<file path="config.mk">
export PLATFORM = sky130hd
export DESIGN_NAME = ctp_ctrl
export DESIGN_NICKNAME = d
export VERILOG_FILES = /design/src/rtl/ctp_pkg.sv /design/src/rtl/ctp_ctrl.sv
export SDC_FILE = /design/constraint.sdc
export NUM_CORES = 1
export LEC_CHECK = 0
export BUFFER_PORTS_ARGS = -buffer_cell sky130_fd_sc_hd__buf_2
export CAP_MARGIN = 0
export CORE_UTILIZATION = 63
export CTS_CLUSTER_SIZE = 24
export DETAILED_ROUTE_END_ITERATION = 16
export HOLD_SLACK_MARGIN = 0.02
export PLACE_DENSITY = 0.83
export SYNTH_ARGS = -nofsm -noshare
export SYNTH_HDL_FRONTEND = slang
export SYNTH_SLANG_ARGS = --single-unit
</file>
<file path="constraint.sdc">
create_clock -name hclk -period 5.85 [get_ports hclk]
set_input_delay 1.17 -clock hclk [delete_from_list [all_inputs] [get_ports hclk]]
set_output_delay 1.17 -clock hclk [all_outputs]
set_load 0.05 [all_outputs]
</file>
<file path="src/rtl/ctp_pkg.sv">
// Shared constants and types for the cell and thermistor protector controller.
// Assumes a 200 MHz hclk and an AHB-Lite master with 32-bit single word transfers.
package ctp_pkg;
  // Clock and timing figures; cycle counts are derived from the printed times.
  localparam int unsigned CLK_PERIOD_PS = 5000;
  localparam int unsigned DWELL_NS = 1000;
  localparam int unsigned BIST_NS = 10000;
  localparam int unsigned SETTLE_NS = 5000;
  localparam logic [11:0] DWELL_CYC = 12'((DWELL_NS * 1000 + CLK_PERIOD_PS - 1) / CLK_PERIOD_PS);
  localparam logic [11:0] BIST_CYC = 12'((BIST_NS * 1000 + CLK_PERIOD_PS - 1) / CLK_PERIOD_PS);
  localparam logic [11:0] SETTLE_CYC = 12'((SETTLE_NS * 1000 + CLK_PERIOD_PS - 1) / CLK_PERIOD_PS);
  // Register byte offsets.
  localparam logic [7:0] A_CELL_LIMITS = 8'h00;
  localparam logic [7:0] A_TOP_CELL = 8'h04;
  localparam logic [7:0] A_LOW_MASK_A = 8'h08;
  localparam logic [7:0] A_LOW_MASK_B = 8'h0C;
  localparam logic [7:0] A_VOLT_CTRL = 8'h10;
  localparam logic [7:0] A_TEMP_LIMITS = 8'h14;
  localparam logic [7:0] A_BAL_HEAT = 8'h18;
  localparam logic [7:0] A_TEMP_CTRL = 8'h1C;
  localparam logic [7:0] A_PIN_SETUP = 8'h20;
  localparam logic [7:0] A_DEV_STATE = 8'h24;
  localparam logic [7:0] A_HIGH_A = 8'h28;
  localparam logic [7:0] A_HIGH_B = 8'h2C;
  localparam logic [7:0] A_LOW_A = 8'h30;
  localparam logic [7:0] A_LOW_B = 8'h34;
  localparam logic [7:0] A_HOT = 8'h38;
  localparam logic [7:0] A_COLD = 8'h3C;
  localparam logic [7:0] A_CELL_RESULT = 8'h40;
  localparam logic [7:0] A_BAL_STOP = 8'h44;
  // Field positions.
  localparam int CTRL_PICK_LSB = 2;
  localparam int CTRL_START_BIT = 8;
  localparam int COLD_LSB = 8;
  // Reset values and codes.
  localparam logic [3:0] RST_TOP_CELL = 4'hF;
  localparam logic [23:0] RST_PIN_SETUP = 24'h000000;
  localparam logic [2:0] PIN_ADC_TEMP = 3'h2;
  localparam logic [15:0] ADC_BLANK = 16'h8000;
  // Protector modes in field order 00, 01, 10, 11.
  typedef enum logic [1:0] {GM_STOP, GM_SCAN, GM_TEST, GM_LOCK} ctp_mode_e;
  typedef struct packed {logic over; logic under; logic bal;} ctp_vcmp_s;
  typedef struct packed {logic hot; logic cold; logic bal;} ctp_tcmp_s;
  typedef struct packed {logic [7:0] high; logic [7:0] low; logic [7:0] bal; logic [3:0] sel;} ctp_vdac_s;
  typedef struct packed {logic [4:0] hot; logic [2:0] cold; logic [7:0] bal; logic [7:0] hyst; logic [2:0] sel;} ctp_tdac_s;
endpackage : ctp_pkg

</file>
<file path="src/rtl/ctp_ctrl.sv">
// Digital control of the cell voltage and thermistor window-comparator protectors.
// Assumes an AHB-Lite master, comparators that settle within one channel dwell, and an ADC front end.
//
// Decided for this implementation: the register addresses and the AHB-Lite slave port.
`timescale 1ns/1ps
// Overview of operation
// - One shared high limit and one shared low limit serve all cell channels.
// - Channels up to top_cell_index are active; all lower ones too.
// - Low-check mask bits suppress undervoltage detection per channel.
// - Over high limit flags high fault; below low limit flags low fault.
// - Mode 00 stop, 01 round robin, 10 self-test, 11 single channel.
// - Voltage start captures limits, finish level, mode, top cell and masks.
// - Round robin visits all sixteen channels at fixed pace; inactive results dropped.
// - Balance finish crossing stops balancing on that channel, not a fault.
// - Single-channel mode holds comparators on volt_guard_channel_pick.
// - Self-test blanks results to 0x8000 or holds them until test plus settling.
// - Protectors keep running in sleep until stopped or shut down.
// - Running bit in device state; high and low flags in register pairs.
// - One hot limit and one cold limit apply to all active pins.
// - Pin active only when its setup selects ADC plus temperature input.
// - Ratio below hot limit flags hot; above cold limit flags cold.
// - With bias reference off, every pin flags both hot and cold.
// - Temperature modes share encodings; round robin also checks balance heat limit.
// - Temperature single-channel mode holds on temp_guard_channel_pick.
// - Temperature self-test withholds pin ADC data and detections; here tbist_run only stops detections, the ADC result path ignores it.
// - Temperature start captures limits, heat limit, hysteresis, mode and pin setup.
// - Temperature running bit; hot and cold flags; heat crossing pauses balancing.
module ctp_ctrl
  import ctp_pkg::*;
(
  input wire logic hclk,
  input wire logic hresetn,
  input wire logic hsel,
  input wire logic [31:0] haddr,
  input wire logic [1:0] htrans,
  input wire logic hwrite,
  input wire logic [2:0] hsize,
  input wire logic [31:0] hwdata,
  input wire logic hready,
  output logic [31:0] hrdata,
  output logic hreadyout,
  output logic hresp,
  input wire ctp_vcmp_s vcmp,
  input wire ctp_tcmp_s tcmp,
  input wire logic bias_ref_on,
  input wire logic adc_start,
  input wire logic adc_result_valid,
  input wire logic [15:0] adc_result,
  output ctp_vdac_s vdac,
  output ctp_tdac_s tdac,
  output logic [15:0] bal_stop,
  output logic bal_pause,
  output logic vbist_run,
  output logic tbist_run
);

  // One-hot decode of a channel number, shared by both scanners.
  function automatic logic [15:0] ch_hot(input logic [3:0] ch);
    ch_hot = 16'h0001 << ch;
  endfunction : ch_hot

  // Bus front end: reads take one wait state so read data comes from a flop.
  logic wr_q, rd_q, hreadyout_q;
  logic [7:0] addr_q;
  logic [31:0] hrdata_q, rd_mux;
  wire addr_ok = hsel & hready & htrans[1];
  always_ff @(posedge hclk or negedge hresetn) begin
    if (!hresetn) begin
      wr_q <= 1'b0;
      rd_q <= 1'b0;
      addr_q <= 8'h00;
      hreadyout_q <= 1'b1;
    end else begin
      wr_q <= addr_ok & hwrite;
      rd_q <= addr_ok & ~hwrite;
      if (addr_ok) addr_q <= haddr[7:0];
      hreadyout_q <= ~(addr_ok & ~hwrite);
    end
  end
  always_ff @(posedge hclk or negedge hresetn) begin
    if (!hresetn) hrdata_q <= 32'h00000000;
    else if (rd_q) hrdata_q <= rd_mux;
  end
  assign hrdata = hrdata_q;
  assign hreadyout = hreadyout_q;
  assign hresp = 1'b0;

  // Write strobes; an unmapped offset simply matches nothing.
  wire we_lim = wr_q & (addr_q == A_CELL_LIMITS);
  wire we_top = wr_q & (addr_q == A_TOP_CELL);
  wire we_mka = wr_q & (addr_q == A_LOW_MASK_A);
  wire we_mkb = wr_q & (addr_q == A_LOW_MASK_B);
  wire we_vctl = wr_q & (addr_q == A_VOLT_CTRL);
  wire we_tlim = wr_q & (addr_q == A_TEMP_LIMITS);
  wire we_heat = wr_q & (addr_q == A_BAL_HEAT);
  wire we_tctl = wr_q & (addr_q == A_TEMP_CTRL);
  wire we_pin = wr_q & (addr_q == A_PIN_SETUP);

  // Live settings; the engines only see them through the start capture.
  logic [23:0] lim_q, pin_q;
  logic [3:0] top_q;
  logic [15:0] mask_q, heat_q;
  logic [5:0] vctl_q;
  logic [4:0] tctl_q;
  logic [7:0] tlim_q;
  logic vgo_q, tgo_q;
  always_ff @(posedge hclk or negedge hresetn) begin
    if (!hresetn) begin
      lim_q <= 24'h000000;
      top_q <= RST_TOP_CELL;
      mask_q <= 16'h0000;
      vctl_q <= 6'h00;
      tlim_q <= 8'h00;
      heat_q <= 16'h0000;
      tctl_q <= 5'h00;
      pin_q <= RST_PIN_SETUP;
    end else begin
      if (we_lim) lim_q <= hwdata[23:0];
      if (we_top) top_q <= hwdata[3:0];
      if (we_mka) mask_q[7:0] <= hwdata[7:0];
      if (we_mkb) mask_q[15:8] <= hwdata[7:0];
      if (we_vctl) vctl_q <= hwdata[5:0];
      if (we_tlim) tlim_q <= {hwdata[COLD_LSB+2:COLD_LSB], hwdata[4:0]};
      if (we_heat) heat_q <= hwdata[15:0];
      if (we_tctl) tctl_q <= hwdata[4:0];
      if (we_pin) pin_q <= hwdata[23:0];
    end
  end
  // Start bits self-clear; the capture lands one cycle after the write.
  always_ff @(posedge hclk or negedge hresetn) begin
    if (!hresetn) begin
      vgo_q <= 1'b0;
      tgo_q <= 1'b0;
    end else begin
      vgo_q <= we_vctl & hwdata[CTRL_START_BIT];
      tgo_q <= we_tctl & hwdata[CTRL_START_BIT];
    end
  end

  // Voltage engine state and captured settings.
  ctp_mode_e vmode_q, vmode_d;
  logic [3:0] vchan_q, vchan_d, vtop_q, vpick_q;
  logic [11:0] vdw_q, vdw_d, vbc_q, vbc_d, settle_q;
  logic [7:0] vhigh_q, vlow_q, vbal_q;
  logic [15:0] vmask_q, high_q, low_q, bstop_q;
  logic vbist_q;
  wire v_going = vmode_q == GM_SCAN || vmode_q == GM_LOCK;
  wire v_sample = v_going & (vdw_q == DWELL_CYC - 12'd1) & ~vgo_q;
  wire v_active = vchan_q <= vtop_q;
  wire [15:0] v_hot = ch_hot(vchan_q);
  // Detections are kept only for active channels; masked channels skip the low check.
  wire [15:0] high_set = (v_sample & v_active & vcmp.over) ? v_hot : 16'h0000;
  wire [15:0] low_set = (v_sample & v_active & vcmp.under & ~vmask_q[vchan_q]) ? v_hot : 16'h0000;
  wire [15:0] bstop_set = (v_sample & v_active & vmode_q == GM_SCAN & vcmp.bal) ? v_hot : 16'h0000;

  // Next state: scan walks all sixteen inputs whatever top_q says, so the round time never changes.
  always_comb begin
    vmode_d = vmode_q;
    vchan_d = vchan_q;
    vdw_d = v_going ? (v_sample ? 12'd0 : vdw_q + 12'd1) : 12'd0;
    vbc_d = vbc_q;
    if (vgo_q) begin
      vmode_d = ctp_mode_e'(vctl_q[1:0]);
      vchan_d = (vctl_q[1:0] == 2'b11) ? vctl_q[5:2] : 4'h0;
      vdw_d = 12'd0;
      vbc_d = BIST_CYC;
    end else if (vmode_q == GM_SCAN && v_sample) begin
      vchan_d = vchan_q + 4'h1;
    end else if (vmode_q == GM_TEST) begin
      vbc_d = vbc_q - 12'd1;
      if (vbc_q == 12'd1) vmode_d = GM_STOP;
    end
  end
  // Nothing but a start command, reset or the end of self-test leaves a running mode, so sleep does not stop it.
  always_ff @(posedge hclk or negedge hresetn) begin
    if (!hresetn) begin
      vmode_q <= GM_STOP;
      vchan_q <= 4'h0;
      vdw_q <= 12'd0;
      vbc_q <= 12'd0;
      vbist_q <= 1'b0;
    end else begin
      vmode_q <= vmode_d;
      vchan_q <= vchan_d;
      vdw_q <= vdw_d;
      vbc_q <= vbc_d;
      vbist_q <= vmode_d == GM_TEST;
    end
  end
  // Settings are frozen at start so host edits mid-run cannot upset the scan.
  always_ff @(posedge hclk or negedge hresetn) begin
    if (!hresetn) begin
      {vhigh_q, vlow_q, vbal_q} <= 24'h000000;
      vtop_q <= RST_TOP_CELL;
      vmask_q <= 16'h0000;
      vpick_q <= 4'h0;
    end else if (vgo_q) begin
      {vbal_q, vlow_q, vhigh_q} <= lim_q;
      vtop_q <= top_q;
      vmask_q <= mask_q;
      vpick_q <= vctl_q[5:2];
    end
  end
  assign vdac = '{high: vhigh_q, low: vlow_q, bal: vbal_q, sel: vchan_q};
  assign vbist_run = vbist_q;

  // Temperature engine, same shape over eight pins.
  ctp_mode_e tmode_q, tmode_d;
  logic [2:0] tchan_q, tchan_d, tpick_q;
  logic [11:0] tdw_q, tdw_d, tbc_q, tbc_d;
  logic [4:0] thot_q;
  logic [2:0] tcold_q;
  logic [15:0] theat_q;
  logic [23:0] tpin_q;
  logic [7:0] hot_q, cold_q;
  logic tbist_q, tacc_q, pause_q;
  wire t_going = tmode_q == GM_SCAN || tmode_q == GM_LOCK;
  wire t_sample = t_going & (tdw_q == DWELL_CYC - 12'd1) & ~tgo_q;
  wire [2:0] t_field = tpin_q[3*tchan_q +: 3];
  wire t_active = t_field == PIN_ADC_TEMP;
  wire [15:0] t_hot16 = ch_hot({1'b0, tchan_q});
  // The comparator bits already encode the ratio test; a dead reference forces both flags.
  wire t_bad = ~bias_ref_on;
  wire [7:0] hot_set = (t_sample & (t_bad | (t_active & tcmp.hot))) ? t_hot16[7:0] : 8'h00;
  wire [7:0] cold_set = (t_sample & (t_bad | (t_active & tcmp.cold))) ? t_hot16[7:0] : 8'h00;
  wire t_heat = t_sample & tmode_q == GM_SCAN & t_active & bias_ref_on & tcmp.bal;

  always_comb begin
    tmode_d = tmode_q;
    tchan_d = tchan_q;
    tdw_d = t_going ? (t_sample ? 12'd0 : tdw_q + 12'd1) : 12'd0;
    tbc_d = tbc_q;
    if (tgo_q) begin
      tmode_d = ctp_mode_e'(tctl_q[1:0]);
      tchan_d = (tctl_q[1:0] == 2'b11) ? tctl_q[4:2] : 3'h0;
      tdw_d = 12'd0;
      tbc_d = BIST_CYC;
    end else if (tmode_q == GM_SCAN && t_sample) begin
      tchan_d = tchan_q + 3'h1;
    end else if (tmode_q == GM_TEST) begin
      tbc_d = tbc_q - 12'd1;
      if (tbc_q == 12'd1) tmode_d = GM_STOP;
    end
  end
  always_ff @(posedge hclk or negedge hresetn) begin
    if (!hresetn) begin
      tmode_q <= GM_STOP;
      tchan_q <= 3'h0;
      tdw_q <= 12'd0;
      tbc_q <= 12'd0;
      tbist_q <= 1'b0;
    end else begin
      tmode_q <= tmode_d;
      tchan_q <= tchan_d;
      tdw_q <= tdw_d;
      tbc_q <= tbc_d;
      tbist_q <= tmode_d == GM_TEST;
    end
  end
  always_ff @(posedge hclk or negedge hresetn) begin
    if (!hresetn) begin
      thot_q <= 5'h00;
      tcold_q <= 3'h0;
      theat_q <= 16'h0000;
      tpin_q <= RST_PIN_SETUP;
      tpick_q <= 3'h0;
    end else if (tgo_q) begin
      {tcold_q, thot_q} <= tlim_q;
      theat_q <= heat_q;
      tpin_q <= pin_q;
      tpick_q <= tctl_q[4:2];
    end
  end
  // Pause is refreshed once per sweep, so one cool pin cannot mask a hot one.
  always_ff @(posedge hclk or negedge hresetn) begin
    if (!hresetn) begin
      tacc_q <= 1'b0;
      pause_q <= 1'b0;
    end else if (tgo_q || tmode_q != GM_SCAN) begin
      tacc_q <= 1'b0;
      pause_q <= 1'b0;
    end else if (t_sample && tchan_q == 3'h7) begin
      tacc_q <= 1'b0;
      pause_q <= tacc_q | t_heat;
    end else begin
      tacc_q <= tacc_q | t_heat;
    end
  end
  assign tdac = '{hot: thot_q, cold: tcold_q, bal: theat_q[7:0], hyst: theat_q[15:8], sel: tchan_q};
  assign tbist_run = tbist_q;
  assign bal_pause = pause_q;

  // Fault flags are write-one-to-clear and a new detection wins over a clear.
  function automatic logic [7:0] we_f(input logic [7:0] a);
    we_f = (wr_q && addr_q == a) ? hwdata[7:0] : 8'h00;
  endfunction : we_f
  wire [15:0] high_clr = {we_f(A_HIGH_B), we_f(A_HIGH_A)};
  wire [15:0] low_clr = {we_f(A_LOW_B), we_f(A_LOW_A)};
  always_ff @(posedge hclk or negedge hresetn) begin
    if (!hresetn) begin
      high_q <= 16'h0000;
      low_q <= 16'h0000;
      hot_q <= 8'h00;
      cold_q <= 8'h00;
      bstop_q <= 16'h0000;
    end else begin
      high_q <= (high_q & ~high_clr) | high_set;
      low_q <= (low_q & ~low_clr) | low_set;
      hot_q <= (hot_q & ~we_f(A_HOT)) | hot_set;
      cold_q <= (cold_q & ~we_f(A_COLD)) | cold_set;
      bstop_q <= vgo_q ? 16'h0000 : (bstop_q | bstop_set);
    end
  end
  assign bal_stop = bstop_q;

  // Cell result path: a start during self-test blanks, a self-test during conversion holds.
  logic [15:0] result_q;
  wire inhibit = vbist_q | (settle_q != 12'd0);
  always_ff @(posedge hclk or negedge hresetn) begin
    if (!hresetn) begin
      settle_q <= 12'd0;
      result_q <= 16'h0000;
    end else begin
      if (vbist_q && vmode_d != GM_TEST) settle_q <= SETTLE_CYC;
      else if (settle_q != 12'd0) settle_q <= settle_q - 12'd1;
      if (adc_start && inhibit) result_q <= ADC_BLANK;
      else if (adc_result_valid && !inhibit) result_q <= adc_result;
    end
  end

  // Read selection; unmapped offsets read zero.
  wire [31:0] dev_state = {28'h0000000, tbist_q, vbist_q, tmode_q != GM_STOP, vmode_q != GM_STOP};
  always_comb begin
    unique case (addr_q)
      A_CELL_LIMITS: rd_mux = {8'h00, lim_q};
      A_TOP_CELL: rd_mux = {28'h0000000, top_q};
      A_LOW_MASK_A: rd_mux = {24'h000000, mask_q[7:0]};
      A_LOW_MASK_B: rd_mux = {24'h000000, mask_q[15:8]};
      A_VOLT_CTRL: rd_mux = {26'h000000, vctl_q};
      A_TEMP_LIMITS: rd_mux = {21'h00000, tlim_q[7:5], 3'h0, tlim_q[4:0]};
      A_BAL_HEAT: rd_mux = {16'h0000, heat_q};
      A_TEMP_CTRL: rd_mux = {27'h000000, tctl_q};
      A_PIN_SETUP: rd_mux = {8'h00, pin_q};
      A_DEV_STATE: rd_mux = dev_state;
      A_HIGH_A: rd_mux = {24'h000000, high_q[7:0]};
      A_HIGH_B: rd_mux = {24'h000000, high_q[15:8]};
      A_LOW_A: rd_mux = {24'h000000, low_q[7:0]};
      A_LOW_B: rd_mux = {24'h000000, low_q[15:8]};
      A_HOT: rd_mux = {24'h000000, hot_q};
      A_COLD: rd_mux = {24'h000000, cold_q};
      A_CELL_RESULT: rd_mux = {16'h0000, result_q};
      A_BAL_STOP: rd_mux = {16'h0000, bstop_q};
      default: rd_mux = 32'h00000000;
    endcase
  end
endmodule : ctp_ctrl

</file>
==> results by stage, run 1 <==
Min path:
- Counting instances, the worst hold path has a depth of 1.
- The class of the tightest hold or removal check is flop to flop.

Timing:
- Based on the critical path, the design can be clocked at up to ~310 MHz.
- After layout, the worst setup slack is 2.58 ns.
- The worst-case clock skew is between 0.01 and 0.015 ns.
- The routed design could run at a clock period as short as 3.27 ns.
- The worst slew slack as a fraction of its limit is 0.262.
- The pin slew with the least headroom to its limit is 1.10 ns.
- The total of endpoints with negative setup slack in the final report is 0.
- The max-slew violation count was 0.
- The final-report hold violation count is 0.
- Summed over all failing endpoints, the final setup total negative slack is 0 ns.
- Setup repair after global routing left no endpoint under its margin.
- The final-layout worst hold slack is ~0.47 ns.
- Dividing the final minimum period by the clock period gives 0.558.

Clocking:
- No sink is reached through more buffers than the 3 on the longest clock path.
- The number of buffers inserted by hold repair at cts is 0.
- TritonCTS built the clock tree.
- The maximum level of the CTS H-tree is 2.
- Buffers added to address setup during post-CTS repair amount to 0.
- The number of gates resized after CTS was 0.
- The clock latency on the worst-skew pair is around 0.53 ns.
- The clock net in this run drives a total of 387 sinks.
- The root buffer cell is sky130_fd_sc_hd__clkbuf_16.
- After clock tree synthesis, the clock-pin slew on the worst setup and hold paths is about 0.060 ns.
- The number of buffers inserted during clock tree synthesis is 39.

Synth:
- The flip-flop cell with the highest count after synthesis is sky130_fd_sc_hd__dfrtp_1.
- In this run, distinct cell masters in the synthesized netlist total between 70 and 80.
- By area the synthesized netlist is led by sky130_fd_sc_hd__dfrtp_1 54%, sky130_fd_sc_hd__mux2_2 9.0%, sky130_fd_sc_hd__o21ai_0 5.3%.
- In this run the mean area of a mapped cell was roughly 11 um2.
- The share of synthesized area in the top cell type comes to 0.543.
- The cell area that synthesis handed to floorplanning was about 0.017 mm2.
- The share of flip-flops with an asynchronous set or reset is 1.00.
- The sequential cell area fraction in the yosys report is 0.556.
- After synthesis the netlist holds a flip-flop and latch count of around 390.
- The yosys synthesis warning count is 0.
- The gate count after technology mapping is roughly 1,600.
- The dominant cell type by area after synthesis is sky130_fd_sc_hd__dfrtp_1.
- The count of flip-flops with a built-in enable after synthesis is 0.

Placed design:
- The post-detailed-placement half-perimeter wirelength is approximately 34,000 um.
- The pre-CTS setup slack is ~2.7 ns.
- The number of buffers inserted by port buffering is between 150 and 200.
- At the end of routability-driven placement, the weighted congestion stood at 0.964.

Finish:
- The layout overhead on the synthesized area is 13.3%.
- The fraction of layout cells with a size suffix above 1 is 0.244.
- For this run, the share of the core covered by cells in the final layout is 0.730.
- The top cell types in the final layout, fill and taps aside, are 376 x sky130_fd_sc_hd__dfrtp_1, 184 x sky130_fd_sc_hd__o21ai_0, 160 x sky130_fd_sc_hd__buf_2.
- The library cell used most frequently in the layout, excluding fill and tap cells, is sky130_fd_sc_hd__dfrtp_1.
- Fill cells in the final layout number between 1,500 and 2,000.
- For this run, the post-layout net count is about 1,800.

Die:
- The die outline area is between 0.02 and 0.03 mm2.
- The number of ports placed on the die boundary is between 200 and 250.
- The initial standard-cell utilization of the core is 0.645.
- The height of the chip is between 150 and 200 um.
- The floorplan die width is approximately 170 um.
- The core region is about 0.027 mm2.
- The number of placement rows is 60.

Critical path:
- On the worst path, the slowest cell contributes a delay of 0.82 ns.
- The element type at the critical path end is a flop.
- Setup slack on the worst reg-to-reg path comes out at ~2.6 ns.
- For the worst setup path, the data required time is 6.26 ns.
- The sum of buffers and inverters on the critical path is 1.
- The critical path runs through a total of 5 cells.
- The worst register-to-register path has a depth of 5.
- The cell family with the largest share of critical-path delay is simple AND/OR/NAND/NOR gates.
- The critical path class is flop to flop.
- The highest net fanout along the worst path is 33.
- On the critical path, the stage with the largest delay is an instance of sky130_fd_sc_hd__and2_1.
- Traced cell by cell, the critical path runs through nor4_4, and2_1, nand2_1, buf_4, mux2_2.
- The data arrival at the endpoint of the critical path is 3.68 ns.
- The nature of the critical path startpoint is a flop.

Drt:
- The detailed-route wire length is between 40,000 and 50,000 um.
- In the routed design, unresolved DRC markers number 0.
- The number of DRC violations after detailed-routing iteration 0 is between 1,000 and 1,500.
- The count of nets left with antenna violations once routing finished came out at 0.
- Dividing the detail-routed wire length by the instance count gives 23.5 um.
- Dividing the detail-routed via count by the number of cells gives 6.43.
- For this block, the via count after detailed routing is 13,300.
- The first-pass detailed-route iteration total is 8.

Global route:
- The number of antenna violations at the first check in global routing was 3.
- The first-pass GRT wire length is between 70,000 and 80,000 um.
- Entering global routing, the biggest net connects around 110 pins.
- The total congestion overflow after global routing is 0.
- In the global route stage, overall resource usage came out at 0.350.
- The number of global-route vias before repair was ~13,000.

Pwr:
- The worst voltage drop across the vdd grid is between 200 and 300 uV.
- The total power per unit cell area is between 300 and 400 mW/mm2.
- The leakage power of the design is slightly below 0.009 uW.

Status:
- The run finished with clean final reports.

Flow run:
- Across the run, the number of max-cap violations was 0.
## cell families (layout without fill, tap and decap cells)
group           count (synthesis)  after routing  share of synthesized area
buf+inv                       168            323                     0.0407
simple gates                  402            402                      0.120
flops                         387            387                      0.556
other cells                     1             11                   0.000215
fa+ha+maj                      23             23                     0.0165
mux                           168            168                      0.112
xor+xnor                       44             44                     0.0221
compound gates                366            366                      0.133
## through the flow
stage / instances / power, uW / cell area [um2]
5_1_grt: 2065 / 6800 / 19700
6_report: 2065 / 6570 / 19700
4_1_cts: 2063 / 6580 / 19700
2_1_floorplan: 1567 / 3770 / 17500
3_5_place_dp: 1992 / 4120 / 18500
3_3_place_gp: 1992 / 4070 / 18500
## cell type report
class | instances | area [um2] | area share
Tap cell | 341 | 427 | 0.0216
Sequential cell | 387 | 9700 | 0.491
Inverter | 72 | 270 | 0.0137
Multi-Input combinational cell | 1012 | 7090 | 0.359
Clock buffer | 58 | 1140 | 0.0576
Antenna cell | 2 | 5.00 | 0.000254
Timing Repair Buffer | 180 | 983 | 0.0498
Clock inverter | 13 | 133 | 0.00672
## per-layer routing
metal,wire (um),up-vias,share of wire,track usage
met2,22800,692,0.47,0.553
met5,13,-,0.00027,0
li1,-,5829,-,-
met3,4040,151,0.083,0.0545
met4,2140,2,0.044,0.155
met1,19500,6597,0.40,0.485
## flip-flops by register name (all words and copies together), names as in the netlist, 24 cells and up
register and flops:
hrdata 24, lim_q 24, pin_q 24, tpin_q 24
## worst paths after layout
kind,from,end
max,addr_q[3],lim_q[13]
min,vdw_q[0],vdw_q[0]
max reg2reg,addr_q[3],lim_q[13]
min reg2reg,vdw_q[0],vdw_q[0]
max in group asynchronous,hresetn,hrdata[6]
min in group asynchronous,hresetn,tdw_q[7]
## power by group
| group | internal [uW] | switching (uW) | leakage (uW) |
|---|---|---|---|
| clock | 1440 | 1030 | 0.000627 |
| sequential | 2900 | 271 | 0.00462 |
| combinational | 346 | 583 | 0.00367 |
## Yosys cell counts, drive strengths merged (5+ instances only)
library cell / instances
xor2: 22
nand3: 44
a222oi: 6
nor2b: 9
nor4b: 9
o31ai: 10
ha: 23
mux2i: 21
and3: 16
nor2: 71
nor4: 11
a22o: 20
a21oi: 12
buf: 32
a32o: 5
o2bb2ai: 5
xnor2: 22
o22ai: 37
inv: 71
a22oi: 28
nand2b: 17
a31oi: 5
dfrtp: 378
nand2: 150
nand3b: 6
dfstp: 9
a211oi: 5
or4: 5
a32oi: 13
or4bb: 6
o41ai: 6
and2: 17
o21ai: 184
clkbuf: 64
nor3: 14
mux4: 7
mux2: 140
No activity file was read; power rests on OpenSTA's default activity.
==> run 2, diff against run 1 <==
--- a/config.mk
+++ b/config.mk
@@ -7,11 +7,11 @@
 export LEC_CHECK = 0
 export BUFFER_PORTS_ARGS = -buffer_cell sky130_fd_sc_hd__buf_2
 export CAP_MARGIN = 0
-export CORE_UTILIZATION = 63
+export CORE_UTILIZATION = 58
 export CTS_CLUSTER_SIZE = 24
 export DETAILED_ROUTE_END_ITERATION = 16
 export HOLD_SLACK_MARGIN = 0.02
-export PLACE_DENSITY = 0.83
+export PLACE_DENSITY = 0.77
 export SYNTH_ARGS = -nofsm -noshare
 export SYNTH_HDL_FRONTEND = slang
 export SYNTH_SLANG_ARGS = --single-unit
==> constraint.sdc (replaced) <==
create_clock -name hclk -period 3.3 [get_ports hclk]
set_input_delay 0.66 -clock hclk [delete_from_list [all_inputs] [get_ports hclk]]
set_output_delay 0.66 -clock hclk [all_outputs]
set_load 0.05 [all_outputs]
==> run 2 against run 1 <==
  * Fmax increased by 17%
  * Cell area is 1.9% higher
  * Setup slack worse by 2.1 ns
  * Critical endpoint is now result_q[6]
==> results by stage, run 2 (synthesis gave the netlist of run 1 again) <==
Critical path:
- The slowest stage of the critical path belongs to the cell sky130_fd_sc_hd__or3_1.
- The critical path is of the flop to flop type.
- In this run the critical register-to-register path is captured at result_q[6].
- For the worst setup path, the data required time is between 3 and 4 ns.
- The highest net fanout along the worst path is 15.
- The nature of the critical path startpoint is a flop.
- Traced cell by cell, the critical path runs through inv_1, ha_1, or3b_2, or3_1, nor2_8, and2_1, a22o_1.
- For this run, the slowest stage of the critical path takes 0.57 ns.
- The number of cells on the worst reg-to-reg path is 7.
- The element type at the critical path end is a flop.
- The data arrival at the endpoint of the critical path is between 3 and 4 ns.
- The reg2reg setup slack is around 0.5 ns.
- The launch point of the worst reg-to-reg path is settle_q[0].

Placed design:
- The number of buffers inserted by port buffering is between 150 and 200.
- Once detailed placement completed, the half-perimeter wirelength came to 34,600 um.
- After detailed placement, the total cell area comes to approximately 0.019 mm2.
- The pre-CTS setup slack is 0.564 ns.
- Routability-driven placement finished with a final weighted congestion of 1.01.

Pwr:
- The switching component of the power is 3380 uW.
- IR analysis of the VDD net gives a maximum drop of roughly 550 uV.
- The total power per unit cell area is a little over 600 mW/mm2.
- The leakage power of the design is between 0.009 and 0.01 uW.
- The cell internal power dissipation is about 9000 uW.
- The power share of the sequential group is 0.460.
- Of the total power, the share spent switching nets is 0.279.
- Of the total power, combinational logic draws 0.140.
- Of the total power, the clock network draws 0.400.

Global route:
- The first global-routing pass estimated just under 80,000 um of wire.
- Global routing finished with a remaining overflow of 0.
- Entering global routing, the biggest net connects 79 pins.
- The number of global-route vias before repair is roughly 13,000.
- The number of antenna violations at the first check in global routing was 1.
- The global router's overall resource usage is 0.330.

Clocking:
- Post-CTS repair changed the size of 0 cells.
- The clock slew at the register clock pins of the worst setup and hold paths is 0.06 ns.
- The total setup buffers inserted after CTS is 0.
- The maximum level of the CTS H-tree is 2.
- TritonCTS created just over 40 clock buffers.
- The root buffer cell is sky130_fd_sc_hd__clkbuf_16.
- CTS saw about 390 sinks.
- The number of buffers inserted by hold repair at cts is 0.
- The longest clock path from root to sink contains 3 buffers.
- The later pin in the worst-skew pair is clocked with a latency of between 0.5 and 0.6 ns.
- TritonCTS built the clock tree.

Min path:
- In this run the worst hold path is classified as input port to async pin.

Die:
- For this configuration, the core starts out at a cell density of 0.588.
- The number of ports placed on the die boundary is a little over 200.
- The floorplan die width is between 150 and 200 um.
- The die outline area is 0.0307 mm2.
- The floorplan step defined a core boundary enclosing 0.0296 mm2.
- The number of placement rows is 63.
- The die is roughly 180 um tall.

Finish:
- The final design utilization is 0.679.
- The number of nets in the layout is about 1,800.
- The layout overhead on the synthesized area is 15.4%.
- The fraction of layout cells with a size suffix above 1 is 0.257.
- The most common cell after layout, fill and taps aside is sky130_fd_sc_hd__dfrtp_1.
- Summing all non-filler instances in the final layout gives an area of around 0.020 mm2.
- Leaving out fill and tap cells, the most frequent cells in the layout are 376 x sky130_fd_sc_hd__dfrtp_1, 184 x sky130_fd_sc_hd__o21ai_0, 160 x sky130_fd_sc_hd__buf_2.
- The number of antenna diodes is 0.

Timing:
- The final cycle utilization of the critical path is 0.846.
- The final critical delay including setup and external delays is roughly 2.8 ns.
- Hold timing on the final database bottoms out at a slack of 0.0829 ns.
- The max-slew violation count is 0.
- The pin slew with the least headroom to its limit is roughly 0.9 ns.
- The peak clock frequency supported by timing is 358 MHz.
- The worst-case clock skew is ~0.016 ns.
- The final worst-path setup slack is slightly above 0.5 ns.
- Setup violations remaining at the end of the flow were counted as 0.
- The final-report hold violation count is 0.
- Adding up every negative setup slack in the final design gives 0 ns.
- The worst slew slack as a fraction of its limit is 0.378.
- Setup repair after global routing left no endpoint under its margin.

Status:
- The flow ran to the end, and the final reports show no timing, DRC or antenna violations.

Flow run:
- The number of max-capacitance violations reported is 0.

Drt:
- Once detail routing completed, the nets flagged for antenna violations numbered 0.
- The via total after detailed routing is approximately 13,000.
- The detailed router finished its first iteration with 1,370 violations.
- The detailed-route wire length is approximately 50,000 um.
- The first detailed-routing pass took 8 iterations.
- In the final routed layout, each cell accounts on average for between 20 and 25 um.
- In the routed layout, each cell is associated on average with a via count of about 6.3.
- After detailed routing, the number of remaining DRC violations is 0.
run 2: cell count changes in the layout (fill, tap and decap cells not counted), sizes merged:
| cell | before | now |
|---|---|---|
| bufinv | 2 | 5 |
| clkbuf | 58 | 59 |
| buf | 180 | 198 |
| diode | 2 | 0 |
run 2: worst max-delay path: cells and delay by family (launching register included):
family,cells,cell delay [ns]
AND/OR/NAND/NOR,4,1.76
flip-flops,1,0.41
AO/OA/AOI/OAI,1,0.26
adder cells (fa/ha/maj),1,0.20
buffers and inverters,1,0.07
run 2: how the worst max path moves through the flow:
| stage | slack [ns] | startpoint | end |
|---|---|---|---|
| after detailed placement | 0.56 | settle_q[0] | result_q[14] |
| final | 0.51 | settle_q[0] | result_q[6] |
| after global placement | 0.66 | settle_q[0] | result_q[3] |
| after CTS | 0.54 | settle_q[0] | result_q[6] |
| after global routing | 0.39 | settle_q[0] | result_q[6] |
| after floorplan | 0.89 | settle_q[0] | result_q[10] |
run 2: area by class of cell:
cell class	count	area (um2)
tap	390	488
multi-input combinational	1012	7090
fill	2251	9520
clock buffer	59	1220
timing repair buffer	198	1130
inverter	72	270
clock inverter	16	219
sequential	387	9700
run 2: metal layers:
layer | wire (um) | track usage | up-vias
met2 | 23100 | 0.517 | 665
met4 | 1860 | 0.121 | 0
met5 | 0 | 0 | -
li1 | - | - | 5871
met1 | 20500 | 0.466 | 6696
met3 | 3780 | 0.0543 | 134
run 2: per-stage QoR:
| step | instances | total power [uW] |
|---|---|---|
| floorplan | 1567 | 6680 |
| global placement | 2059 | 7260 |
| detailed placement | 2059 | 7330 |
| CTS | 2134 | 12200 |
| global route | 2134 | 12600 |
| finish | 2134 | 12100 |
run 2: power groups by stage:
stage	combinational, uW	clock (uW)	sequential (uW)
6_report	1700	4850	5580
2_1_floorplan	999	0	5690
3_3_place_gp	1640	0	5620
3_5_place_dp	1680	0	5650
5_1_grt	1860	5090	5620
4_1_cts	1700	4900	5570
